### config.mk
export PLATFORM = sky130hd
export DESIGN_NAME = fpus_sequencer
export DESIGN_NICKNAME = d
export VERILOG_FILES = /design/src/logic/fpus_pkg.sv /design/src/logic/fpus_page_buffer.sv /design/src/logic/fpus_phase_timer.sv /design/src/logic/fpus_sequencer.sv
export SDC_FILE = /design/constraint.sdc
export NUM_CORES = 1
export LEC_CHECK = 0
export BUFFER_PORTS_ARGS = -buffer_cell sky130_fd_sc_hd__buf_4
export CORE_ASPECT_RATIO = 1.5
export CORE_MARGIN = 8
export CORE_UTILIZATION = 57
export CTS_CLUSTER_SIZE = 20
export DETAILED_ROUTE_END_ITERATION = 10
export PLACE_DENSITY = 0.84
export REMOVE_ABC_BUFFERS = 1
export SETUP_SLACK_MARGIN = 0.1
export SYNTH_ARGS = -nofsm -noshare
export SYNTH_HDL_FRONTEND = slang
export SYNTH_SLANG_ARGS = --single-unit
export TNS_END_PERCENT = 1
### constraint.sdc
create_clock -name clk -period 6.6 [get_ports clk]
set_clock_uncertainty 0.1 [all_clocks]
set_input_delay 0.66 -clock clk [delete_from_list [all_inputs] [get_ports clk]]
set_output_delay 0.66 -clock clk [all_outputs]
set_load 0.02 [all_outputs]
### src/logic/fpus_pkg.sv
// Shared constants for the flash page update sequencer
package fpus_pkg;
    // Register offsets on the special function register port
    localparam logic [7:0] FPUS_ADDR_CMD_STATUS = 8'he4;  // Status read, command write
    localparam logic [7:0] FPUS_ADDR_ADDR_LOW   = 8'he5;  // Slot index and page low bits
    localparam logic [7:0] FPUS_ADDR_ADDR_HIGH  = 8'he6;  // Page high bits
    localparam logic [7:0] FPUS_ADDR_WRITE_DATA = 8'he7;  // Page buffer load port

    // Command byte values
    localparam logic [7:0] FPUS_CMD_LOAD        = 8'h00;  // Clear buffer and flags
    localparam logic [7:0] FPUS_CMD_ERASE_PROG  = 8'h68;  // Erase then program page

    // Status bit positions
    localparam int FPUS_BIT_OI  = 0;                      // Operation interrupted
    localparam int FPUS_BIT_SV  = 1;                      // Security violation
    localparam int FPUS_BIT_HVE = 2;                      // High voltage error
    localparam int FPUS_BIT_HVA = 3;                      // High voltage abort
    localparam int FPUS_STATUS_BITS = 4;                  // Bits 7:4 read as zero

    // Values after reset
    localparam logic [7:0] FPUS_RESET_STATUS    = 8'h00;
    localparam logic [7:0] FPUS_RESET_ADDR      = 8'h00;

    // Geometry
    localparam int FPUS_PAGE_BYTES       = 64;            // Bytes per page
    localparam int FPUS_SLOT_BITS        = 6;             // Slot index width
    localparam int FPUS_SECTOR_BYTES     = 1024;          // Bytes per sector
    localparam int FPUS_PAGES_PER_SECTOR = FPUS_SECTOR_BYTES / FPUS_PAGE_BYTES;
    localparam int FPUS_PAGE_ADDR_BITS   = 10;            // High byte plus low bits 7:6
    localparam int FPUS_SECTOR_SHIFT     = 4;             // log2 of pages per sector

    // Timing: each phase lasts 2 ms, whole cycle 4 ms
    localparam longint FPUS_CLK_PERIOD_PS = 5000;         // 200 MHz
    localparam longint FPUS_PHASE_TIME_NS = 2000000;      // 2 ms
    localparam int FPUS_PHASE_CYCLES =
        int'((FPUS_PHASE_TIME_NS * 1000) / FPUS_CLK_PERIOD_PS);

    // Sequencer states
    typedef enum logic [1:0] {
        FPUS_IDLE,
        FPUS_ERASE,
        FPUS_PROGRAM
    } fpus_state_type;
endpackage : fpus_pkg

### src/logic/fpus_page_buffer.sv
// Page buffer storage with one-cycle clear and registered read
`timescale 1ns/1ps
module fpus_page_buffer
    import fpus_pkg::*;
#(
    parameter int DEPTH = FPUS_PAGE_BYTES,
    parameter int AW    = FPUS_SLOT_BITS
) (
    input  wire logic          clk,
    input  wire logic          resetn,
    input  wire logic          clear,
    input  wire logic          wr_en,
    input  wire logic [AW-1:0] wr_addr,
    input  wire logic [7:0]    wr_data,
    input  wire logic [AW-1:0] rd_addr,
    output logic      [7:0]    rd_data
);
    // Depth must match the slot index width
    initial begin
        if (DEPTH != (1 << AW)) begin
            $error("fpus_page_buffer: DEPTH must equal 2**AW");
        end
    end

    logic [7:0] mem [DEPTH];  // Byte storage, flops so clear is one cycle

    // Storage; clear wins since a load command and a data write never coincide
    always_ff @(posedge clk) begin
        if (!resetn || clear) begin
            for (int i = 0; i < DEPTH; i++) begin
                mem[i] <= 8'h00;
            end
        end else if (wr_en) begin
            mem[wr_addr] <= wr_data;
        end
    end

    // Registered read port
    always_ff @(posedge clk) begin
        if (!resetn) begin
            rd_data <= 8'h00;
        end else begin
            rd_data <= mem[rd_addr];
        end
    end
endmodule : fpus_page_buffer

### src/logic/fpus_phase_timer.sv
// Fixed-length phase timer, pulses at the end of every phase
`timescale 1ns/1ps
module fpus_phase_timer
    import fpus_pkg::*;
#(
    parameter int PHASE_CYCLES = FPUS_PHASE_CYCLES
) (
    input  wire logic clk,
    input  wire logic resetn,
    input  wire logic run,
    output logic      phase_done
);
    initial begin
        if (PHASE_CYCLES < 2) begin
            $error("fpus_phase_timer: PHASE_CYCLES too small");
        end
    end

    localparam logic [31:0] LAST = 32'(PHASE_CYCLES - 1);  // Final count of a phase

    logic [31:0] count;  // Cycles spent in current phase

    // Counter restarts on its own so back-to-back phases stay the same length
    always_ff @(posedge clk) begin
        if (!resetn || !run) begin
            count <= 32'h0000_0000;
        end else if (count == LAST) begin
            count <= 32'h0000_0000;
        end else begin
            count <= count + 32'h0000_0001;
        end
    end

    assign phase_done = run && (count == LAST);
endmodule : fpus_phase_timer

### src/logic/fpus_sequencer.sv
// Flash page update sequencer: registers, page buffer control, erase-program cycle
`timescale 1ns/1ps
module fpus_sequencer
    import fpus_pkg::*;
#(
    parameter int PHASE_CYCLES = FPUS_PHASE_CYCLES  // Cycles per 2 ms phase
) (
    input  wire logic                           clk,
    input  wire logic                           resetn,
    // Special function register port, same clock as the processor
    input  wire logic [7:0]                     sfr_addr,
    input  wire logic                           sfr_wr,
    input  wire logic                           sfr_rd,
    input  wire logic [7:0]                     sfr_wdata,
    output logic      [7:0]                     sfr_rdata,
    // Processor side events, same clock
    input  wire logic                           irq_pending,
    input  wire logic                           warm_reset_req,
    input  wire logic                           page_secured,
    output logic                                cpu_stall,
    // Analog monitors, asynchronous
    input  wire logic                           flash_brownout_detect,
    input  wire logic                           hv_fault,
    // Flash array side
    output logic [FPUS_PAGE_ADDR_BITS-1:0]      check_page,
    output logic [FPUS_PAGE_ADDR_BITS-1:0]      flash_page_addr,
    output logic [FPUS_SLOT_BITS-1:0]           flash_byte_addr,
    output logic [7:0]                          flash_wdata,
    output logic                                flash_erase_strobe,
    output logic                                flash_prog_strobe
);
    // The walk over the buffer must fit inside one phase
    initial begin
        if (PHASE_CYCLES < 2 * FPUS_PAGE_BYTES) begin
            $error("fpus_sequencer: PHASE_CYCLES shorter than buffer walk");
        end
    end

    localparam int SB = FPUS_SLOT_BITS;
    localparam logic [SB:0] WALK_END = (SB+1)'(FPUS_PAGE_BYTES);  // Walk stop count

    fpus_state_type               state;            // Sequencer state
    fpus_state_type               next_state;       // Next sequencer state
    logic [7:0]                   flash_command_status;   // Status bits 3:0
    logic [7:0]                   flash_address_low;      // Slot index and page low bits
    logic [7:0]                   flash_address_high;     // Page high bits
    logic [FPUS_PAGE_BYTES-1:0]   update_flag;      // One flag per buffer byte
    logic [1:0]                   bod_sync;         // Brownout synchroniser
    logic [1:0]                   hvf_sync;         // Generator fault synchroniser
    logic                         brownout;         // Synchronised brownout level
    logic                         hv_err;           // Synchronised fault level
    logic [SB:0]                  walk_idx;         // Buffer walk position
    logic                         walk_valid;       // Buffer read issued last cycle
    logic [SB-1:0]                walk_slot;        // Slot of that read
    logic [7:0]                   buf_rdata;        // Registered buffer data
    logic                         phase_done;       // End of a 2 ms phase
    logic                         busy;             // Cycle under way
    logic                         cmd_wr;           // Command byte written
    logic                         data_wr;          // Write data register written
    logic                         load_cmd;         // Buffer clear command
    logic                         start_req;        // Erase-program requested
    logic                         go;               // Request passes the checks
    logic                         abort;            // Cycle ends early
    logic                         finish;           // Cycle ends normally

    // Two flops before any logic reads the analog monitors
    always_ff @(posedge clk) begin
        if (!resetn) begin
            bod_sync <= 2'b00;
            hvf_sync <= 2'b00;
        end else begin
            bod_sync <= {bod_sync[0], flash_brownout_detect};
            hvf_sync <= {hvf_sync[0], hv_fault};
        end
    end
    assign brownout = bod_sync[1];
    assign hv_err   = hvf_sync[1];

    // Register decode; the processor is stalled while busy, so writes then are dropped
    assign busy      = (state != FPUS_IDLE);
    assign cmd_wr    = sfr_wr && !busy && (sfr_addr == FPUS_ADDR_CMD_STATUS);
    assign data_wr   = sfr_wr && !busy && (sfr_addr == FPUS_ADDR_WRITE_DATA);
    assign load_cmd  = cmd_wr && (sfr_wdata == FPUS_CMD_LOAD);
    assign start_req = cmd_wr && (sfr_wdata == FPUS_CMD_ERASE_PROG);
    // secured page or low supply refuses the start
    assign go        = start_req && !page_secured && !brownout;
    // any interrupt, reset request, brownout or fault ends the cycle
    assign abort     = busy && (irq_pending || warm_reset_req || brownout || hv_err);
    assign finish    = (state == FPUS_PROGRAM) && phase_done && !abort;

    // Next state: erase phase then program phase, each one timer period
    always_comb begin
        next_state = state;
        case (state)
            FPUS_IDLE: begin
                if (go) begin
                    next_state = FPUS_ERASE;
                end
            end
            FPUS_ERASE: begin
                if (abort) begin
                    next_state = FPUS_IDLE;
                end else if (phase_done) begin
                    next_state = FPUS_PROGRAM;
                end
            end
            FPUS_PROGRAM: begin
                if (abort || phase_done) begin
                    next_state = FPUS_IDLE;
                end
            end
            default: begin
                next_state = FPUS_IDLE;
            end
        endcase
    end

    // State register
    always_ff @(posedge clk) begin
        if (!resetn) begin
            state <= FPUS_IDLE;
        end else begin
            state <= next_state;
        end
    end

    // fixed phase length, independent of flag count
    fpus_phase_timer #(
        .PHASE_CYCLES (PHASE_CYCLES)
    ) u_timer (
        .clk        (clk),
        .resetn     (resetn),
        .run        (busy && !abort),
        .phase_done (phase_done)
    );

    // stall held for exactly the busy states
    always_ff @(posedge clk) begin
        if (!resetn) begin
            cpu_stall <= 1'b0;
        end else begin
            cpu_stall <= (next_state != FPUS_IDLE);
        end
    end

    // Status: a command write clears, but an event in the same cycle still sets
    always_ff @(posedge clk) begin
        if (!resetn) begin
            flash_command_status <= FPUS_RESET_STATUS;
        end else begin
            if (cmd_wr) begin
                flash_command_status <= 8'h00;
            end
            // interrupt or reset request aborting a cycle
            if (busy && (irq_pending || warm_reset_req)) begin
                flash_command_status[FPUS_BIT_OI] <= 1'b1;
            end
            if (start_req && page_secured) begin
                flash_command_status[FPUS_BIT_SV] <= 1'b1;
            end
            if (busy && hv_err) begin
                flash_command_status[FPUS_BIT_HVE] <= 1'b1;
            end
            // interrupt or brownout in the cycle; a start blocked by brownout reports too
            if ((busy && (irq_pending || brownout)) || (start_req && brownout)) begin
                flash_command_status[FPUS_BIT_HVA] <= 1'b1;
            end
        end
    end

    // Low address register: software load or auto-increment
    always_ff @(posedge clk) begin
        if (!resetn) begin
            flash_address_low <= FPUS_RESET_ADDR;
        end else if (sfr_wr && !busy && (sfr_addr == FPUS_ADDR_ADDR_LOW)) begin
            flash_address_low <= sfr_wdata;
        end else if (data_wr) begin
            // slot index wraps, page bits untouched
            flash_address_low <= {flash_address_low[7:SB],
                                  flash_address_low[SB-1:0] + SB'(1)};
        end
    end

    // High address register
    always_ff @(posedge clk) begin
        if (!resetn) begin
            flash_address_high <= FPUS_RESET_ADDR;
        end else if (sfr_wr && !busy && (sfr_addr == FPUS_ADDR_ADDR_HIGH)) begin
            flash_address_high <= sfr_wdata;
        end
    end

    // Update flags; a second load of one slot simply overwrites it
    always_ff @(posedge clk) begin
        if (!resetn || load_cmd) begin
            update_flag <= '0;
        end else if (data_wr) begin
            update_flag[flash_address_low[SB-1:0]] <= 1'b1;
        end
    end

    // byte storage, cleared by the load command
    fpus_page_buffer #(
        .DEPTH (FPUS_PAGE_BYTES),
        .AW    (SB)
    ) u_buffer (
        .clk     (clk),
        .resetn  (resetn),
        .clear   (load_cmd),
        .wr_en   (data_wr),
        .wr_addr (flash_address_low[SB-1:0]),
        .wr_data (sfr_wdata),
        .rd_addr (walk_idx[SB-1:0]),
        .rd_data (buf_rdata)
    );

    // Walk over all slots at the start of each phase; 65 cycles, well inside 2 ms
    always_ff @(posedge clk) begin
        if (!resetn || abort || !busy) begin
            walk_idx   <= '0;  // Parked at slot zero so the erase walk starts at once
            walk_valid <= 1'b0;
            walk_slot  <= '0;
        end else begin
            walk_valid <= (walk_idx != WALK_END);
            walk_slot  <= walk_idx[SB-1:0];
            if ((state != next_state) || (state == FPUS_ERASE && phase_done)) begin
                walk_idx <= '0;
            end else if (walk_idx != WALK_END) begin
                walk_idx <= walk_idx + (SB+1)'(1);
            end
        end
    end

    // Restart the walk on entry to the erase phase
    // (idle parks the index at slot zero, so entry needs no extra step)

    // page latched at start; sector is its upper bits
    always_ff @(posedge clk) begin
        if (!resetn) begin
            flash_page_addr <= '0;
            check_page      <= '0;
        end else begin
            check_page <= {flash_address_high, flash_address_low[7:SB]};
            if (go) begin
                flash_page_addr <= {flash_address_high, flash_address_low[7:SB]};
            end
        end
    end

    // strobes only for flagged slots, nothing else in the array
    always_ff @(posedge clk) begin
        if (!resetn) begin
            flash_erase_strobe <= 1'b0;
            flash_prog_strobe  <= 1'b0;
            flash_byte_addr    <= '0;
            flash_wdata        <= 8'h00;
        end else begin
            flash_erase_strobe <= walk_valid && !abort && (state == FPUS_ERASE)
                                  && update_flag[walk_slot];
            flash_prog_strobe  <= walk_valid && !abort && (state == FPUS_PROGRAM)
                                  && update_flag[walk_slot];
            flash_byte_addr    <= walk_slot;
            flash_wdata        <= buf_rdata;
        end
    end

    // Read data one cycle after the strobe; write data register reads zero
    always_ff @(posedge clk) begin
        if (!resetn) begin
            sfr_rdata <= 8'h00;
        end else if (sfr_rd) begin
            case (sfr_addr)
                FPUS_ADDR_CMD_STATUS: sfr_rdata <= {4'h0,
                                         flash_command_status[FPUS_STATUS_BITS-1:0]};
                FPUS_ADDR_ADDR_LOW:   sfr_rdata <= flash_address_low;
                FPUS_ADDR_ADDR_HIGH:  sfr_rdata <= flash_address_high;
                default:              sfr_rdata <= 8'h00;
            endcase
        end
    end

    // Helper: cycles spent in the current cycle, for the duration check
    logic [31:0] busy_len;
    always_ff @(posedge clk) begin
        if (!resetn || !busy) begin
            busy_len <= 32'h0000_0000;
        end else begin
            busy_len <= busy_len + 32'h0000_0001;
        end
    end

    property p_load_clears;
        @(posedge clk) disable iff (!resetn) load_cmd |=> (update_flag == '0);
    endproperty
    a_load_clears: assert property (p_load_clears)
        else $error("load command left update flags set");

    property p_flag_set;
        @(posedge clk) disable iff (!resetn)
            data_wr |=> update_flag[$past(flash_address_low[SB-1:0])];
    endproperty
    a_flag_set: assert property (p_flag_set)
        else $error("data write did not set slot flag");

    property p_addr_incr;
        @(posedge clk) disable iff (!resetn)
            data_wr |=> (flash_address_low[SB-1:0] == $past(flash_address_low[SB-1:0]) + SB'(1))
                        && (flash_address_low[7:SB] == $past(flash_address_low[7:SB]));
    endproperty
    a_addr_incr: assert property (p_addr_incr)
        else $error("slot index increment or wrap wrong");

    property p_only_flagged;
        @(posedge clk) disable iff (!resetn)
            (flash_erase_strobe || flash_prog_strobe) |-> update_flag[flash_byte_addr];
    endproperty
    a_only_flagged: assert property (p_only_flagged)
        else $error("strobe for a byte without update flag");

    property p_stall;
        @(posedge clk) disable iff (!resetn) go |=> (cpu_stall && busy) [*2];
    endproperty
    a_stall: assert property (p_stall)
        else $error("processor not stalled after start");

    property p_duration;
        @(posedge clk) disable iff (!resetn)
            finish |-> (busy_len == 32'(2 * PHASE_CYCLES - 1));
    endproperty
    a_duration: assert property (p_duration)
        else $error("erase-program cycle length wrong");

    property p_irq_abort;
        @(posedge clk) disable iff (!resetn)
            (busy && irq_pending) |=> !busy && !cpu_stall
                && flash_command_status[FPUS_BIT_OI] && flash_command_status[FPUS_BIT_HVA];
    endproperty
    a_irq_abort: assert property (p_irq_abort)
        else $error("interrupt did not abort with flags");

    property p_cmd_clears;
        @(posedge clk) disable iff (!resetn)
            (cmd_wr && !start_req) |=> (flash_command_status == 8'h00);
    endproperty
    a_cmd_clears: assert property (p_cmd_clears)
        else $error("command write left status set");

    property p_bod_block;
        @(posedge clk) disable iff (!resetn)
            brownout |-> ##1 !flash_erase_strobe && !flash_prog_strobe;
    endproperty
    a_bod_block: assert property (p_bod_block)
        else $error("flash strobe while supply low");
endmodule : fpus_sequencer

==> metrics.cfg <==
[run_status]
status = completed

[clock_network]
cts_inserted_buffers = 58
clk_path_buf_depth = 3
cts_resized = 0
clock_latency_ns = 0.61
path_clk_slew_ns = 0.07
ctsHoldBuffers = 0
cts_tree = yes
cts_setup_buffers = 0
clockRootBuffer = clkbuf_16
cts.sinks = 701
htree_levels = 2

[layout]
fin_nets = 2349
instances_no_fill = 3060
drive_gt1_share_pct = 14.9
syn_to_final_growth_pct = 9.19

[floorplanning]
die_area_um2 = 61800
chipHeight_um = 300
floorplan.rows = 104
io_pins = 70
coreArea_um2 = 53500
die_w_um = 206
floorplan.initialDensity_pct = 57.5

[logic_synthesis]
synth_simple_gate_area_share_pct = 16.7
ys_ff_latch = 701
ys.flop_type = edfxtp_1
yosys.area_share.xor_xnor_pct = 0.997
synth-edff-count = 512
ys_warn_count = 0
synth_top_area_share_pct = 50.0
seq_area_frac_synth_pct = 62.3
synthMuxAreaShare_pct = 11.2
synthArstFlopShare_pct = 0
synth_cell_types = 59
netlist_instances = 2369
synth-compound-area-share_pct = 5.62
yosys.area.top_type = edfxtp_1
syn_avg_cell_area_um2 = 13.0
synth_adder_area_share_pct = 0.163
synthTopCellsByArea = edfxtp_1 50%, dfxtp_1 12%, mux4_2 9.0%
netlist_area_um2 = 30800
synth_top_family_by_area = simple AND/OR/NAND/NOR gates

[worst_setup_path]
critical-path-max-stage-delay_ns = 0.81
end_kind = flip-flop
critPathTopFamily = simple AND/OR/NAND/NOR gates
crit_arrival_ns = 3.85
cp-start-kind = flip-flop
path_class = flip-flop to flip-flop
slowest_stage = nand3_2
critPathBufInv = 2
cp_max_fo = 34
required_ns = 6.73
path_cells = inv_1 > nor4_1 > nand3_2 > buf_4 > o21ai_0

[pwr]
p_per_area_nw_per_um2 = 262
vdd_drop_max_uv = 278
power.leakage_nw = 11.8
power.total_w = 0.00879

[grt]
grt_pass1_vias = 20400
grt.overflow.total = 0
antenna_found_initial = 0
global_route.usage.total_pct = 26.6
grt_pass1_wl_um = 124000
grt_max_degree = 69

[timing]
slew-limit-headroom_pct = 15.3
rsz0062_at_grt = no
timing.setup.tns_ns = 0
finalMaxSlewViolations = 0
fmax_mhz = 269
setup_viol = 0
worstMarginPinSlew_ns = 1.26
layout_setup_ws_ns = 2.88
period_minus_slack_ns = 3.72
final.period_utilization_pct = 56.3
finalHoldViolCount = 0

[routing]
num_vias = 20300
vias_per_cell = 6.64
drt_iter0_markers = 2554
postRouteAntennaNets = 0
wl_per_cell_um = 27.0
drc = 0
dr.pass1.iters = 8
wl_um = 82700

[placement]
place_ws_ns = 2.33
dp_cells = 2949
io_buffers = 69
dp_hpwl_um = 53600
place_congestion = 0.946

[min_path]
hold_path.class = input port to flip-flop

[flow_run]
max-cap-violations = 0

Yosys cell counts, types with 45 or more instances:
cell / instances
mux4_2: 123
and2_1: 356
mux2i_1: 54
dfxtp_1: 189
edfxtp_1: 512
nor3_1: 216
o21ai_0: 74
clkbuf_1: 154
nand2_1: 61
nor2_1: 154
nand3_1: 45
a21o_1: 64
layout make-up:
type | count | area [um2]
antenna | 1 | 2.50
clock buffer | 84 | 1710
clock inverter | 26 | 317
fill | 3668 | 19900
inverter | 11 | 45.0
multi-input combinational | 1445 | 10700
sequential | 701 | 19200
tap | 689 | 862
timing repair buffer | 103 | 786
per-layer routing:
layer	up-vias	wire, um	GRT usage [%]
met4	0	6190	17.4
met1	9957	26400	30.3
li1	8623	-	-
met5	-	0	0
met3	357	7840	4.03
met2	1368	42300	45.9
logic make-up (layout without fill, tap and decap cells):
kind of cell / Yosys count / after routing
and+or+nand+nor: 947 / 947
DFF: 701 / 701
AOI/OAI and AO/OA: 271 / 271
buffers and inverters: 223 / 224
muxes: 188 / 188
xor gates and xnor gates: 35 / 35
adders and majority gates: 4 / 4
other: 0 / 1
per-stage QoR:
step | utilization, % | area, um2 | hold slack [ns]
2_1_floorplan | - | 29900 | 0.312
3_3_place_gp | 59.0 | 31500 | 0.314
3_5_place_dp | 59.0 | 31500 | 0.321
4_1_cts | 62.8 | 33600 | 0.158
5_1_grt | 62.8 | 33600 | 0.176
6_report | 62.8 | 33600 | 0.171
cells in the final DEF (no fill, tap or decap), drive strengths merged, types with 20 or more instances in the layout:
master and instances:
a21o 64, a21oi 35, and2 356, buf 103
clkbuf 84, dfxtp 189, edfxtp 512, mux2i 54
mux4 123, nand2 62, nand3 45, nor2 154
nor2b 20, nor3 220, o21ai 74, o22ai 42
xor2 22
flip-flops by register name, indices dropped and copies added, names as in the netlist, 4 cells and up:
signal / count
check_page: 10
flash_address_high: 8
flash_address_low: 8
flash_byte_addr: 6
flash_command_status: 4
flash_page_addr: 10
flash_wdata: 8
sfr_rdata: 8
u_buffer.mem: 512
u_buffer.rd_data: 8
u_timer.count: 32
update_flag: 64
walk_idx: 7
walk_slot: 6
worst paths after layout:
check / cells past startpoint / endpoint / from / slack [ns]
worst min register to register: 1 / bod_sync[1] / bod_sync[0] / 0.33
worst min-delay path: 2 / bod_sync[0] / flash_brownout_detect / 0.17
worst max register to register: 5 / u_buffer.mem[13][6] / flash_address_low[0] / 2.88
worst max-delay path: 5 / u_buffer.mem[13][6] / flash_address_low[0] / 2.88
where the power goes:
part | internal [W] | switching, W
clock | 0.00208 | 0.00157
combinational | 0.0000695 | 0.000203
sequential | 0.00482 | 0.0000469
total | 0.00697 | 0.00182
Note: power is estimated with default switching activity, not from simulation.
